File: src/usb_regs_pkg.sv
package usb_regs_pkg;

   // -------------------------------------------------------------------------
   // Register map and field positions
   // -------------------------------------------------------------------------
   localparam logic [7:0] OFF_ERR_EN = 8'h00;
   localparam logic [7:0] OFF_STATUS = 8'h04;
   localparam logic [7:0] OFF_CTRL   = 8'h08;
   localparam logic [7:0] OFF_MISC   = 8'h0c;

   localparam int CTL_J      = 7;
   localparam int CTL_SE0    = 6;
   localparam int CTL_HOLD   = 5;
   localparam int CTL_BUSRST = 4;
   localparam int CTL_HOST   = 3;
   localparam int CTL_RESUME = 2;
   localparam int CTL_PPCLR  = 1;
   localparam int CTL_EN     = 0;

   localparam int ERR_FRAME_BIT = 1;
   localparam int FIFO_DEPTH    = 4;
   localparam int MISC_DONE     = 0;
   localparam int MISC_ERRIE    = 1;

   localparam logic [7:0]  BYTE_ZERO = 8'h00;
   localparam logic [23:0] PAD_ZERO  = 24'h000000;

   // -------------------------------------------------------------------------
   // Frame timing
   // -------------------------------------------------------------------------
   localparam int CLK_MHZ      = 100;
   localparam int FRAME_US     = 1000;
   localparam int FRAME_CYCLES = FRAME_US * CLK_MHZ;
   localparam int LS_EOP_NS    = 1330;
   localparam int EOP_CYCLES   = (LS_EOP_NS * CLK_MHZ + 999) / 1000;

   // One completed-transaction record
   typedef struct packed {
      logic [3:0] endpoint;
      logic       tx;
      logic       odd;
   } xfer_rec_s;

   // Register bus request
   typedef struct packed {
      logic [7:0]  addr;
      logic [31:0] wdata;
      logic        wr;
      logic        rd;
   } bus_req_s;

endpackage

File: src/usb_error_status_control_regs.sv
// Design decisions made here: the placing of the registers and the plain strobed port.
`timescale 1ns/10ps
// How it works
// - Eight error enable bits each pass or block their matching error flag.
// - Enable bit 1 gates token check error as peripheral, frame end error as host.
// - Gated errors reach module interrupt only with error master enable set.
// - Bits 31 to 8 of all four registers read as zero.
// - Status bits 7 to 4 show oldest pending transfer's endpoint number.
// - Status bit 3 is 1 for transmit, 0 for receive.
// - Status bit 2 is 1 for odd bank, 0 for even.
// - Status bits 1 and 0 read as zero.
// - Status shows head of four-entry queue; clearing done flag pops it.
// - Control bit 7 live-reflects J state on the bus.
// - Control bit 6 live-reflects single-ended zero on the bus.
// - Peripheral: bit 5 set on SETUP token, holds processing until cleared.
// - Host: bit 5 reads 1 while a token executes.
// - Host: bit 4 drives bus reset while set.
// - Bit 3 enables host role; every toggle resets host logic.
// - Host: clearing resume appends a low-speed end-of-packet.
// - Setting bit 1 resets all ping-pong pointers to even bank.
// - Peripheral: bit 0 enables the module and its circuitry.
// - Host: bit 0 sends a start-of-frame token every millisecond.
module usb_error_status_control_regs
(
   input  wire logic                     core_clk,
   input  wire logic                     arst_n,
   input  usb_regs_pkg::bus_req_s        bus_req,
   output logic [31:0]                   rdata,
   input  wire logic [7:0]               err_flags,
   input  wire logic                     err_irq_master_en,
   output logic                          err_irq,
   output logic                          module_irq_req,
   input  wire logic                     xfer_done,
   input  usb_regs_pkg::xfer_rec_s       xfer_rec,
   output logic                          xfer_ready,
   output logic                          transaction_done_flag,
   input  wire logic                     setup_token_seen,
   input  wire logic                     token_active,
   input  wire logic                     dp_pin,
   input  wire logic                     dm_pin,
   output logic                          token_hold,
   output logic                          bus_reset_drive,
   output logic                          host_role_enable,
   output logic                          host_logic_reset,
   output logic                          resume_drive,
   output logic                          ls_eop_drive,
   output logic                          pingpong_pointer_clear,
   output logic                          module_enable,
   output logic                          sof_strobe
);
   // -------------------------------------------------------------------------
   // Register state
   // -------------------------------------------------------------------------
   logic [7:0]  err_en_q;
   logic        hold_q;
   logic        busrst_q;
   logic        host_q;
   logic        resume_q;
   logic        ppclr_q;
   logic        en_q;
   logic        hostrst_q;
   logic        eop_run_q;
   logic [15:0] eop_cnt_q;
   logic [23:0] sof_cnt_q;
   logic [31:0] rdata_q;

   // -------------------------------------------------------------------------
   // Line levels and decode
   // -------------------------------------------------------------------------
   logic dp_s;
   logic dm_s;

   usb_line_sync u_dp_sync (.core_clk(core_clk), .arst_n(arst_n), .pin(dp_pin), .level(dp_s));
   usb_line_sync u_dm_sync (.core_clk(core_clk), .arst_n(arst_n), .pin(dm_pin), .level(dm_s));

   // Full-speed J is D+ high; SE0 is both lines low
   wire live_j_level = dp_s && !dm_s;
   wire live_se0     = !dp_s && !dm_s;

   function automatic logic hit(input logic [7:0] a, input logic [7:0] off);
      hit = (a == off);
   endfunction

   wire wr_en_reg   = bus_req.wr && hit(bus_req.addr, usb_regs_pkg::OFF_ERR_EN);
   wire wr_ctrl     = bus_req.wr && hit(bus_req.addr, usb_regs_pkg::OFF_CTRL);
   wire wr_misc     = bus_req.wr && hit(bus_req.addr, usb_regs_pkg::OFF_MISC);
   wire [7:0] wbyte = bus_req.wdata[7:0];

   // -------------------------------------------------------------------------
   // Error interrupt gating
   // -------------------------------------------------------------------------
   // Flag inputs are already role-muxed on bit 1, so one enable serves both roles
   assign err_irq        = |(err_flags & err_en_q);
   assign module_irq_req = err_irq && err_irq_master_en;

   // -------------------------------------------------------------------------
   // Status queue
   // -------------------------------------------------------------------------
   usb_regs_pkg::xfer_rec_s head;
   logic fifo_full;
   logic fifo_ne;
   wire  pop = wr_misc && wbyte[usb_regs_pkg::MISC_DONE] && fifo_ne;

   // A full queue stalls the engine rather than dropping a record
   assign xfer_ready            = !fifo_full;
   assign transaction_done_flag = fifo_ne;

   usb_status_fifo u_fifo
   (
      .core_clk  (core_clk),
      .arst_n    (arst_n),
      .push      (xfer_done && xfer_ready),
      .push_rec  (xfer_rec),
      .pop       (pop),
      .head      (head),
      .not_empty (fifo_ne),
      .full      (fifo_full)
   );

   // Record view only while a record is pending; an empty queue reads zero
   wire [7:0] status_byte = fifo_ne ? {head.endpoint, head.tx, head.odd, 2'b00}
                                    : usb_regs_pkg::BYTE_ZERO;

   // -------------------------------------------------------------------------
   // Control byte view
   // -------------------------------------------------------------------------
   wire bit5_view = host_q ? token_active : hold_q;
   wire [7:0] ctrl_byte = {live_j_level, live_se0, bit5_view, busrst_q,
                           host_q, resume_q, ppclr_q, en_q};

   // Outputs; host-only functions are gated on the role
   assign token_hold             = hold_q && !host_q;
   assign bus_reset_drive        = busrst_q && host_q && !hostrst_q;
   assign host_role_enable       = host_q;
   assign host_logic_reset       = hostrst_q;
   assign resume_drive           = resume_q;
   assign ls_eop_drive           = eop_run_q;
   assign pingpong_pointer_clear = ppclr_q;
   assign module_enable          = en_q && !host_q;
   assign sof_strobe             = host_q && en_q && !hostrst_q &&
                                   (sof_cnt_q == 24'(usb_regs_pkg::FRAME_CYCLES - 1));

   // -------------------------------------------------------------------------
   // Register writes
   // -------------------------------------------------------------------------
   // Hold bit: a SETUP arriving in the clearing cycle wins over the clear
   always_ff @(posedge core_clk or negedge arst_n)
   begin
      if (!arst_n)
         hold_q <= 1'b0;
      else if (setup_token_seen && !host_q)
         hold_q <= 1'b1;
      else if (wr_ctrl && !host_q)
         hold_q <= wbyte[usb_regs_pkg::CTL_HOLD];
   end

   // Plain writable control bits
   always_ff @(posedge core_clk or negedge arst_n)
   begin
      if (!arst_n)
      begin
         err_en_q <= 8'h00;
         busrst_q <= 1'b0;
         host_q   <= 1'b0;
         resume_q <= 1'b0;
         ppclr_q  <= 1'b0;
         en_q     <= 1'b0;
      end
      else
      begin
         if (wr_en_reg)
            err_en_q <= wbyte;
         if (wr_ctrl)
         begin
            busrst_q <= wbyte[usb_regs_pkg::CTL_BUSRST];
            host_q   <= wbyte[usb_regs_pkg::CTL_HOST];
            resume_q <= wbyte[usb_regs_pkg::CTL_RESUME];
            ppclr_q  <= wbyte[usb_regs_pkg::CTL_PPCLR];
            en_q     <= wbyte[usb_regs_pkg::CTL_EN];
         end
      end
   end

   // Host logic reset: one-cycle pulse in the same cycle as any change of the role bit
   always_ff @(posedge core_clk or negedge arst_n)
   begin
      if (!arst_n)
         hostrst_q <= 1'b0;
      else
         hostrst_q <= wr_ctrl && (wbyte[usb_regs_pkg::CTL_HOST] != host_q);
   end

   // -------------------------------------------------------------------------
   // Resume end-of-packet and frame timer
   // -------------------------------------------------------------------------
   // Falling edge of resume in host role starts a fixed-length low-speed EOP
   // A clear that also leaves the host role sends no EOP, as host logic resets anyway
   wire resume_fall = wr_ctrl && resume_q && !wbyte[usb_regs_pkg::CTL_RESUME] &&
                      host_q && wbyte[usb_regs_pkg::CTL_HOST];

   always_ff @(posedge core_clk or negedge arst_n)
   begin
      if (!arst_n)
      begin
         eop_run_q <= 1'b0;
         eop_cnt_q <= 16'h0000;
      end
      else if (resume_fall)
      begin
         eop_run_q <= 1'b1;
         eop_cnt_q <= 16'(usb_regs_pkg::EOP_CYCLES - 1);
      end
      else if (hostrst_q)
      begin
         eop_run_q <= 1'b0;
         eop_cnt_q <= 16'h0000;
      end
      else if (eop_run_q)
      begin
         eop_run_q <= (eop_cnt_q != 16'h0000);
         eop_cnt_q <= eop_cnt_q - 16'h0001;
      end
   end

   // Frame counter restarts when the host role resets, so the first SOF is a full frame late
   always_ff @(posedge core_clk or negedge arst_n)
   begin
      if (!arst_n)
         sof_cnt_q <= 24'h000000;
      else if (hostrst_q || !(host_q && en_q) || sof_strobe)
         sof_cnt_q <= 24'h000000;
      else
         sof_cnt_q <= sof_cnt_q + 24'h000001;
   end

   // -------------------------------------------------------------------------
   // Read path
   // -------------------------------------------------------------------------
   wire [7:0] rd_byte =
      hit(bus_req.addr, usb_regs_pkg::OFF_ERR_EN) ? err_en_q :
      hit(bus_req.addr, usb_regs_pkg::OFF_STATUS) ? status_byte :
      hit(bus_req.addr, usb_regs_pkg::OFF_CTRL)   ? ctrl_byte :
      hit(bus_req.addr, usb_regs_pkg::OFF_MISC)   ? {6'h00, err_irq_master_en, fifo_ne} :
      usb_regs_pkg::BYTE_ZERO;

   // Data only in the cycle after the read strobe, zero elsewhere
   always_ff @(posedge core_clk or negedge arst_n)
   begin
      if (!arst_n)
         rdata_q <= 32'h00000000;
      else if (bus_req.rd)
         rdata_q <= {usb_regs_pkg::PAD_ZERO, rd_byte};
      else
         rdata_q <= 32'h00000000;
   end
   assign rdata = rdata_q;

   // -------------------------------------------------------------------------
   // Checks
   // -------------------------------------------------------------------------
   a_irq_master_gate: assert property (@(posedge core_clk) disable iff (!arst_n)
      module_irq_req |-> (err_irq_master_en && |(err_flags & err_en_q)))
      else $error("Module interrupt without master enable");
   a_upper_zero: assert property (@(posedge core_clk) disable iff (!arst_n)
      rdata[31:8] == 24'h000000)
      else $error("Upper read bits not zero");
   a_status_low_zero: assert property (@(posedge core_clk) disable iff (!arst_n)
      $past(bus_req.rd) && $past(bus_req.addr) == usb_regs_pkg::OFF_STATUS |-> rdata[1:0] == 2'b00)
      else $error("Status low bits not zero");
   a_setup_sets_hold: assert property (@(posedge core_clk) disable iff (!arst_n)
      setup_token_seen && !host_q |=> hold_q)
      else $error("SETUP did not set hold");
   a_full_stalls: assert property (@(posedge core_clk) disable iff (!arst_n)
      fifo_full |-> !xfer_ready)
      else $error("Full queue accepted a record");
   a_role_toggle_rst: assert property (@(posedge core_clk) disable iff (!arst_n)
      host_q != $past(host_q) |-> hostrst_q)
      else $error("Role change without host reset");
   a_eop_after_resume: assert property (@(posedge core_clk) disable iff (!arst_n)
      resume_fall |=> eop_run_q [*2])
      else $error("No EOP after resume clear");
   a_pop_advances: assert property (@(posedge core_clk) disable iff (!arst_n)
      pop && !(xfer_done && xfer_ready) |=> $past(u_fifo.cnt_q) == u_fifo.cnt_q + 3'h1)
      else $error("Pop did not advance the queue");
   a_sof_period: assert property (@(posedge core_clk) disable iff (!arst_n)
      sof_strobe |=> !sof_strobe [*8])
      else $error("Start-of-frame too soon");
   a_hold_until_clear: assert property (@(posedge core_clk) disable iff (!arst_n)
      hold_q && !(wr_ctrl && !host_q) |=> hold_q)
      else $error("Hold bit dropped without a clear");
   a_empty_status_zero: assert property (@(posedge core_clk) disable iff (!arst_n)
      $past(bus_req.rd) && $past(bus_req.addr) == usb_regs_pkg::OFF_STATUS &&
      !$past(fifo_ne) |-> rdata == 32'h00000000)
      else $error("Empty queue status not zero");
   a_ready_after_pop: assert property (@(posedge core_clk) disable iff (!arst_n)
      fifo_full && pop |=> xfer_ready)
      else $error("Queue stayed full after a pop");
   a_eop_clean_end: assert property (@(posedge core_clk) disable iff (!arst_n)
      $fell(eop_run_q) && !$past(hostrst_q) |-> $past(eop_cnt_q) == 16'h0000)
      else $error("EOP ended early");
   a_sof_full_frame: assert property (@(posedge core_clk) disable iff (!arst_n)
      sof_strobe |-> $past(sof_cnt_q) == 24'(usb_regs_pkg::FRAME_CYCLES - 2))
      else $error("Start-of-frame before a full frame");
endmodule

File: src/usb_line_sync.sv
`timescale 1ns/10ps
// Three-stage synchroniser; the output moves only when stages two and three agree
module usb_line_sync
(
   input  wire logic core_clk,
   input  wire logic arst_n,
   input  wire logic pin,
   output logic      level
);
   logic s1_q;
   logic s2_q;
   logic s3_q;

   always_ff @(posedge core_clk or negedge arst_n)
   begin
      if (!arst_n)
      begin
         s1_q  <= 1'b0;
         s2_q  <= 1'b0;
         s3_q  <= 1'b0;
         level <= 1'b0;
      end
      else
      begin
         s1_q <= pin;
         s2_q <= s1_q;
         s3_q <= s2_q;
         if (s2_q == s3_q)
            level <= s3_q;
      end
   end
endmodule

File: src/usb_status_fifo.sv
`timescale 1ns/10ps
// Four-deep queue of transfer records; head is always visible
module usb_status_fifo
(
   input  wire logic                  core_clk,
   input  wire logic                  arst_n,
   input  wire logic                  push,
   input  usb_regs_pkg::xfer_rec_s    push_rec,
   input  wire logic                  pop,
   output usb_regs_pkg::xfer_rec_s    head,
   output logic                       not_empty,
   output logic                       full
);
   usb_regs_pkg::xfer_rec_s mem_q [usb_regs_pkg::FIFO_DEPTH];
   logic [1:0] wp_q;
   logic [1:0] rp_q;
   logic [2:0] cnt_q;
   wire        do_push = push && !full;
   wire        do_pop  = pop && not_empty;

   assign not_empty = (cnt_q != 3'h0);
   assign full      = (cnt_q == 3'(usb_regs_pkg::FIFO_DEPTH));
   assign head      = mem_q[rp_q];

   // Pointers and count; a push into a full queue never happens upstream
   always_ff @(posedge core_clk or negedge arst_n)
   begin
      if (!arst_n)
      begin
         wp_q  <= 2'h0;
         rp_q  <= 2'h0;
         cnt_q <= 3'h0;
      end
      else
      begin
         wp_q  <= wp_q + 2'(do_push);
         rp_q  <= rp_q + 2'(do_pop);
         cnt_q <= cnt_q + 3'(do_push) - 3'(do_pop);
      end
   end

   // Storage has no reset; it reads only behind a valid count
   always_ff @(posedge core_clk)
   begin
      if (do_push)
         mem_q[wp_q] <= push_rec;
   end
endmodule
File: config.mk
export PLATFORM = sky130hd
export DESIGN_NAME = usb_error_status_control_regs
export DESIGN_NICKNAME = d
export VERILOG_FILES = /design/src/usb_regs_pkg.sv /design/src/usb_error_status_control_regs.sv /design/src/usb_line_sync.sv /design/src/usb_status_fifo.sv
export SDC_FILE = /design/constraint.sdc
export NUM_CORES = 1
export LEC_CHECK = 0
export ABC_AREA = 0
export BUFFER_PORTS_ARGS = -buffer_cell sky130_fd_sc_hd__buf_2
export CORE_UTILIZATION = 30
export DETAILED_ROUTE_END_ITERATION = 6
export PLACE_DENSITY = 0.53
export SYNTH_ARGS = -nofsm -noshare
export SYNTH_HDL_FRONTEND = slang
export SYNTH_SLANG_ARGS = --single-unit
File: constraint.sdc
create_clock -name core_clk -period 2.4 [get_ports core_clk]
set_input_delay 0.24 -clock core_clk [delete_from_list [all_inputs] [get_ports core_clk]]
set_output_delay 0.24 -clock core_clk [all_outputs]
set_load 0.02 [all_outputs]
==> flow_summary.toml <==
[synth]
synth-simple-area-share_pct = 17.3
synth-compound-area-share_pct = 6.14
synth.yosys.seq_area_share_pct = 55.6
synth_area_sq_mm = 0.00485
synth_flop_cell = "dfrtp_1"
yosys.area_share.adder_pct = 2.63
syn_inst = 412
ys_ff_latch = 103
ys_warn_count = 0
synth_top_family_by_area = "simple AND/OR/NAND/NOR gates"
synth-edff-count = 24
synth-xor-area-share_pct = 5.96
synthMuxAreaShare_pct = 6.21
async_flop_share_pct = 76.7
synth.avg_cell_area_sq_um = 11.8
ys_types = 52

[job]
cap_violations = 0

[clock_tree]
cts-root-buf = "clkbuf_16"
cts_inserted_buffers = 9
cts.htree.levels = 3
cts_tree = "built"
post-cts-setup-buffers = 0
clockBufferDepth = 2
cts_num_sinks = 103
clk_pin_slew_ns = 0.07
clkLatencyLatePin_ns = 0.35

[sta]
fin_crit_sh_pct = 93.8
rsz0062_at_grt = "no"
finalClockSkew_ns = 0.00701
slew_headroom_pct = 60.9
max_freq_ghz = 0.444
holdWs_ns = 0.105
final-setup-viol-count = 0
worstMarginPinSlew_ns = 0.585
hold_violations = 0
final.setup.tns_ns = 0
min_period_ns = 2.25
slew_violations = 0

[die]
fp.coreArea_sq_mm = 0.0158
ios = 109
fp-row-count = 46
initial_core_util_pct = 30.7
die_area_sq_mm = 0.0167
die_y_um = 129
die_w_um = 129

[global_route]
grtUsageTotal_pct = 13.7
grt_max_degree = 41
grt_pass1_vias = 3243
grt_overflow = 0
grt_pass1_wl_mm = 17.1
antenna_found_initial = 0

[setup_path]
worst-setup-path-type = "flip-flop to flip-flop"
rr_worst_depth = 10
cp_max_fo = 3
crit_required_ns = 2.67
critPathLaunchType = "flip-flop"
arrival_ns = 2.52
cp-end-kind = "flip-flop"

[finish]
final_core_utilization_pct = 36.2
fin_nets = 559
fin_cells = 708
diodes = 0
drive_gt1_share_pct = 23.4
area_growth_pct = 18.1

[place]
dpl.hpwl_mm = 7.64
dp_cells = 689
portBuffers = 60
gp_congestion = 0.758

[detailed_routing]
wl_per_cell_um = 14.8
drtPass1Iterations = 6
wirelength_mm = 10.5
vias = 3266
ant_nets = 0
drt_iter0_markers = 174
routed_via_density = 4.61
drc = 1

[power_and_ir_drop]
pwr_density_cell_mw_per_mm2 = 776
vdd_drop_max_mv = 0.378
total_power_mw = 4.45
p_leak_nw = 2.38

[status]
outcome = "finished with violations"
violations = "DRC"

[min_path]
whs_path_depth = 1
min_path_type = "primary input to flip-flop"
[repair_timing]
item                                    4_1_cts  5_1_grt
endpoints found under the hold margin        41        0
endpoints found under the setup margin        0        2
gates resized for setup                       0        2
hold buffers                                  3        0
[flip-flops by register name, indices dropped and copies added (netlist names), 2 cells and up]
name          flops
eop_cnt_q        16
err_en_q          8
rdata             8
sof_cnt_q        24
u_fifo.cnt_q      3
u_fifo.mem_q     24
u_fifo.rp_q       2
u_fifo.wp_q       2
[worst max-delay path, stage by stage, from the launching register on]
cell and delay (ns):
dfrtp_1 0.41, or3_4 0.41, nand2_1 0.09, nor3_1 0.07, ha_1 0.27, inv_1 0.06, ha_1 0.13, inv_1 0.05
fa_1 0.37, xnor2_1 0.18, xnor2_1 0.14
[power by group]
| group | switching, mW | total, mW | internal, mW |
|---|---|---|---|
| clock network | 0.682 | 1.50 | 0.820 |
| registers | 0.169 | 2.19 | 2.02 |
| logic | 0.424 | 0.755 | 0.331 |
| total | 1.28 | 4.45 | 3.17 |
[per-stage QoR]
step                      setup WS [ns]  instance area (sq um)
after floorplan                  0.0851                   4940
after global placement          -0.0804                   5390
after detailed placement         -0.144                   5390
after CTS                        0.0791                   5720
after global routing             0.0310                   5730
final                             0.150                   5730
[logic make-up after synthesis]
group / after synthesis
AOI/OAI and AO/OA: 44
xor gates and xnor gates: 33
adders and majority gates: 10
buffers and inverters: 49
DFF: 103
muxes: 21
other: 1
and+or+nand+nor: 151
[cell usage in the layout (no fill, tap or decap), types with 3 or more instances in the layout]
master / n
dlygate4sd3_1: 3
nor2b_1: 5
conb_1: 24
and4_1: 4
xor2_1: 20
nor3b_1: 3
mux2_1: 5
clkbuf_16: 9
nor3_1: 4
a21oi_1: 9
inv_1: 11
buf_2: 59
inv_6: 3
xnor2_1: 13
nor2_1: 44
and2_1: 7
buf_4: 15
dfrtp_1: 79
a211oi_1: 9
nor4_1: 8
or3_1: 4
a22oi_1: 4
nand3_1: 12
nand2_1: 22
edfxtp_1: 24
ha_1: 7
nand4_1: 12
mux2_2: 8
o21ai_0: 7
o31ai_1: 5
o22ai_1: 4
mux4_2: 6
or4_1: 6
[routing by layer]
| metal | vias to the layer above | global-route usage [%] | wire length (um) |
|---|---|---|---|
| met5 | - | 0 | 0 |
| met1 | 1585 | 17.9 | 4920 |
| met4 | 0 | 5.33 | 253 |
| met2 | 82 | 21.9 | 4950 |
| li1 | 1584 | - | - |
| met3 | 15 | 3.18 | 389 |
[synthesized netlist by cell type (3+ instances only)]
master	number	area, sq um
nand3_1	12	60.1
nor2b_1	5	31.3
nand2_1	22	82.6
dfrtp_1	79	1980
or4_1	6	45.0
mux4_2	6	135
and4_1	4	35.0
mux2_1	5	56.3
xor2_1	20	175
nand4_1	12	75.1
ha_1	7	87.6
a21oi_1	9	45.0
mux2_2	8	90.1
and2_1	7	43.8
o22ai_1	4	25.0
clkbuf_1	8	30.0
o31ai_1	5	37.5
a22oi_1	4	30.0
nor3_1	4	20.0
or3_1	5	31.3
nor4_1	9	56.3
xnor2_1	13	114
buf_4	27	203
edfxtp_1	24	721
o21ai_0	7	35.0
a211oi_1	9	67.6
nor2_1	44	165
nor3b_1	3	22.5
inv_1	11	41.3
[final timing paths]
check / startpoint / to / slack, ns
worst max register to register: u_fifo.cnt_q[2] / u_fifo.cnt_q[2] / 0.15
worst min-delay path: xfer_rec[1] / u_fifo.mem_q[2][1] / 0.11
min in group asynchronous: arst_n / sof_cnt_q[21] / 0.42
worst max-delay path: u_fifo.cnt_q[2] / u_fifo.cnt_q[2] / 0.15
worst min register to register: u_dp_sync.s1_q / u_dp_sync.s2_q / 0.35
max in group asynchronous: arst_n / rdata[4] / 1.39
[cell type report]
type	count	area (sq um)
clock buffers	9	225
clock inverters	7	77.6
multi-input cells	283	1960
inverters	12	45.0
repair buffers	78	458
well taps	216	270
flip-flops and latches	103	2700
fillers	1568	10100
Power figures use the tool's default switching activity.
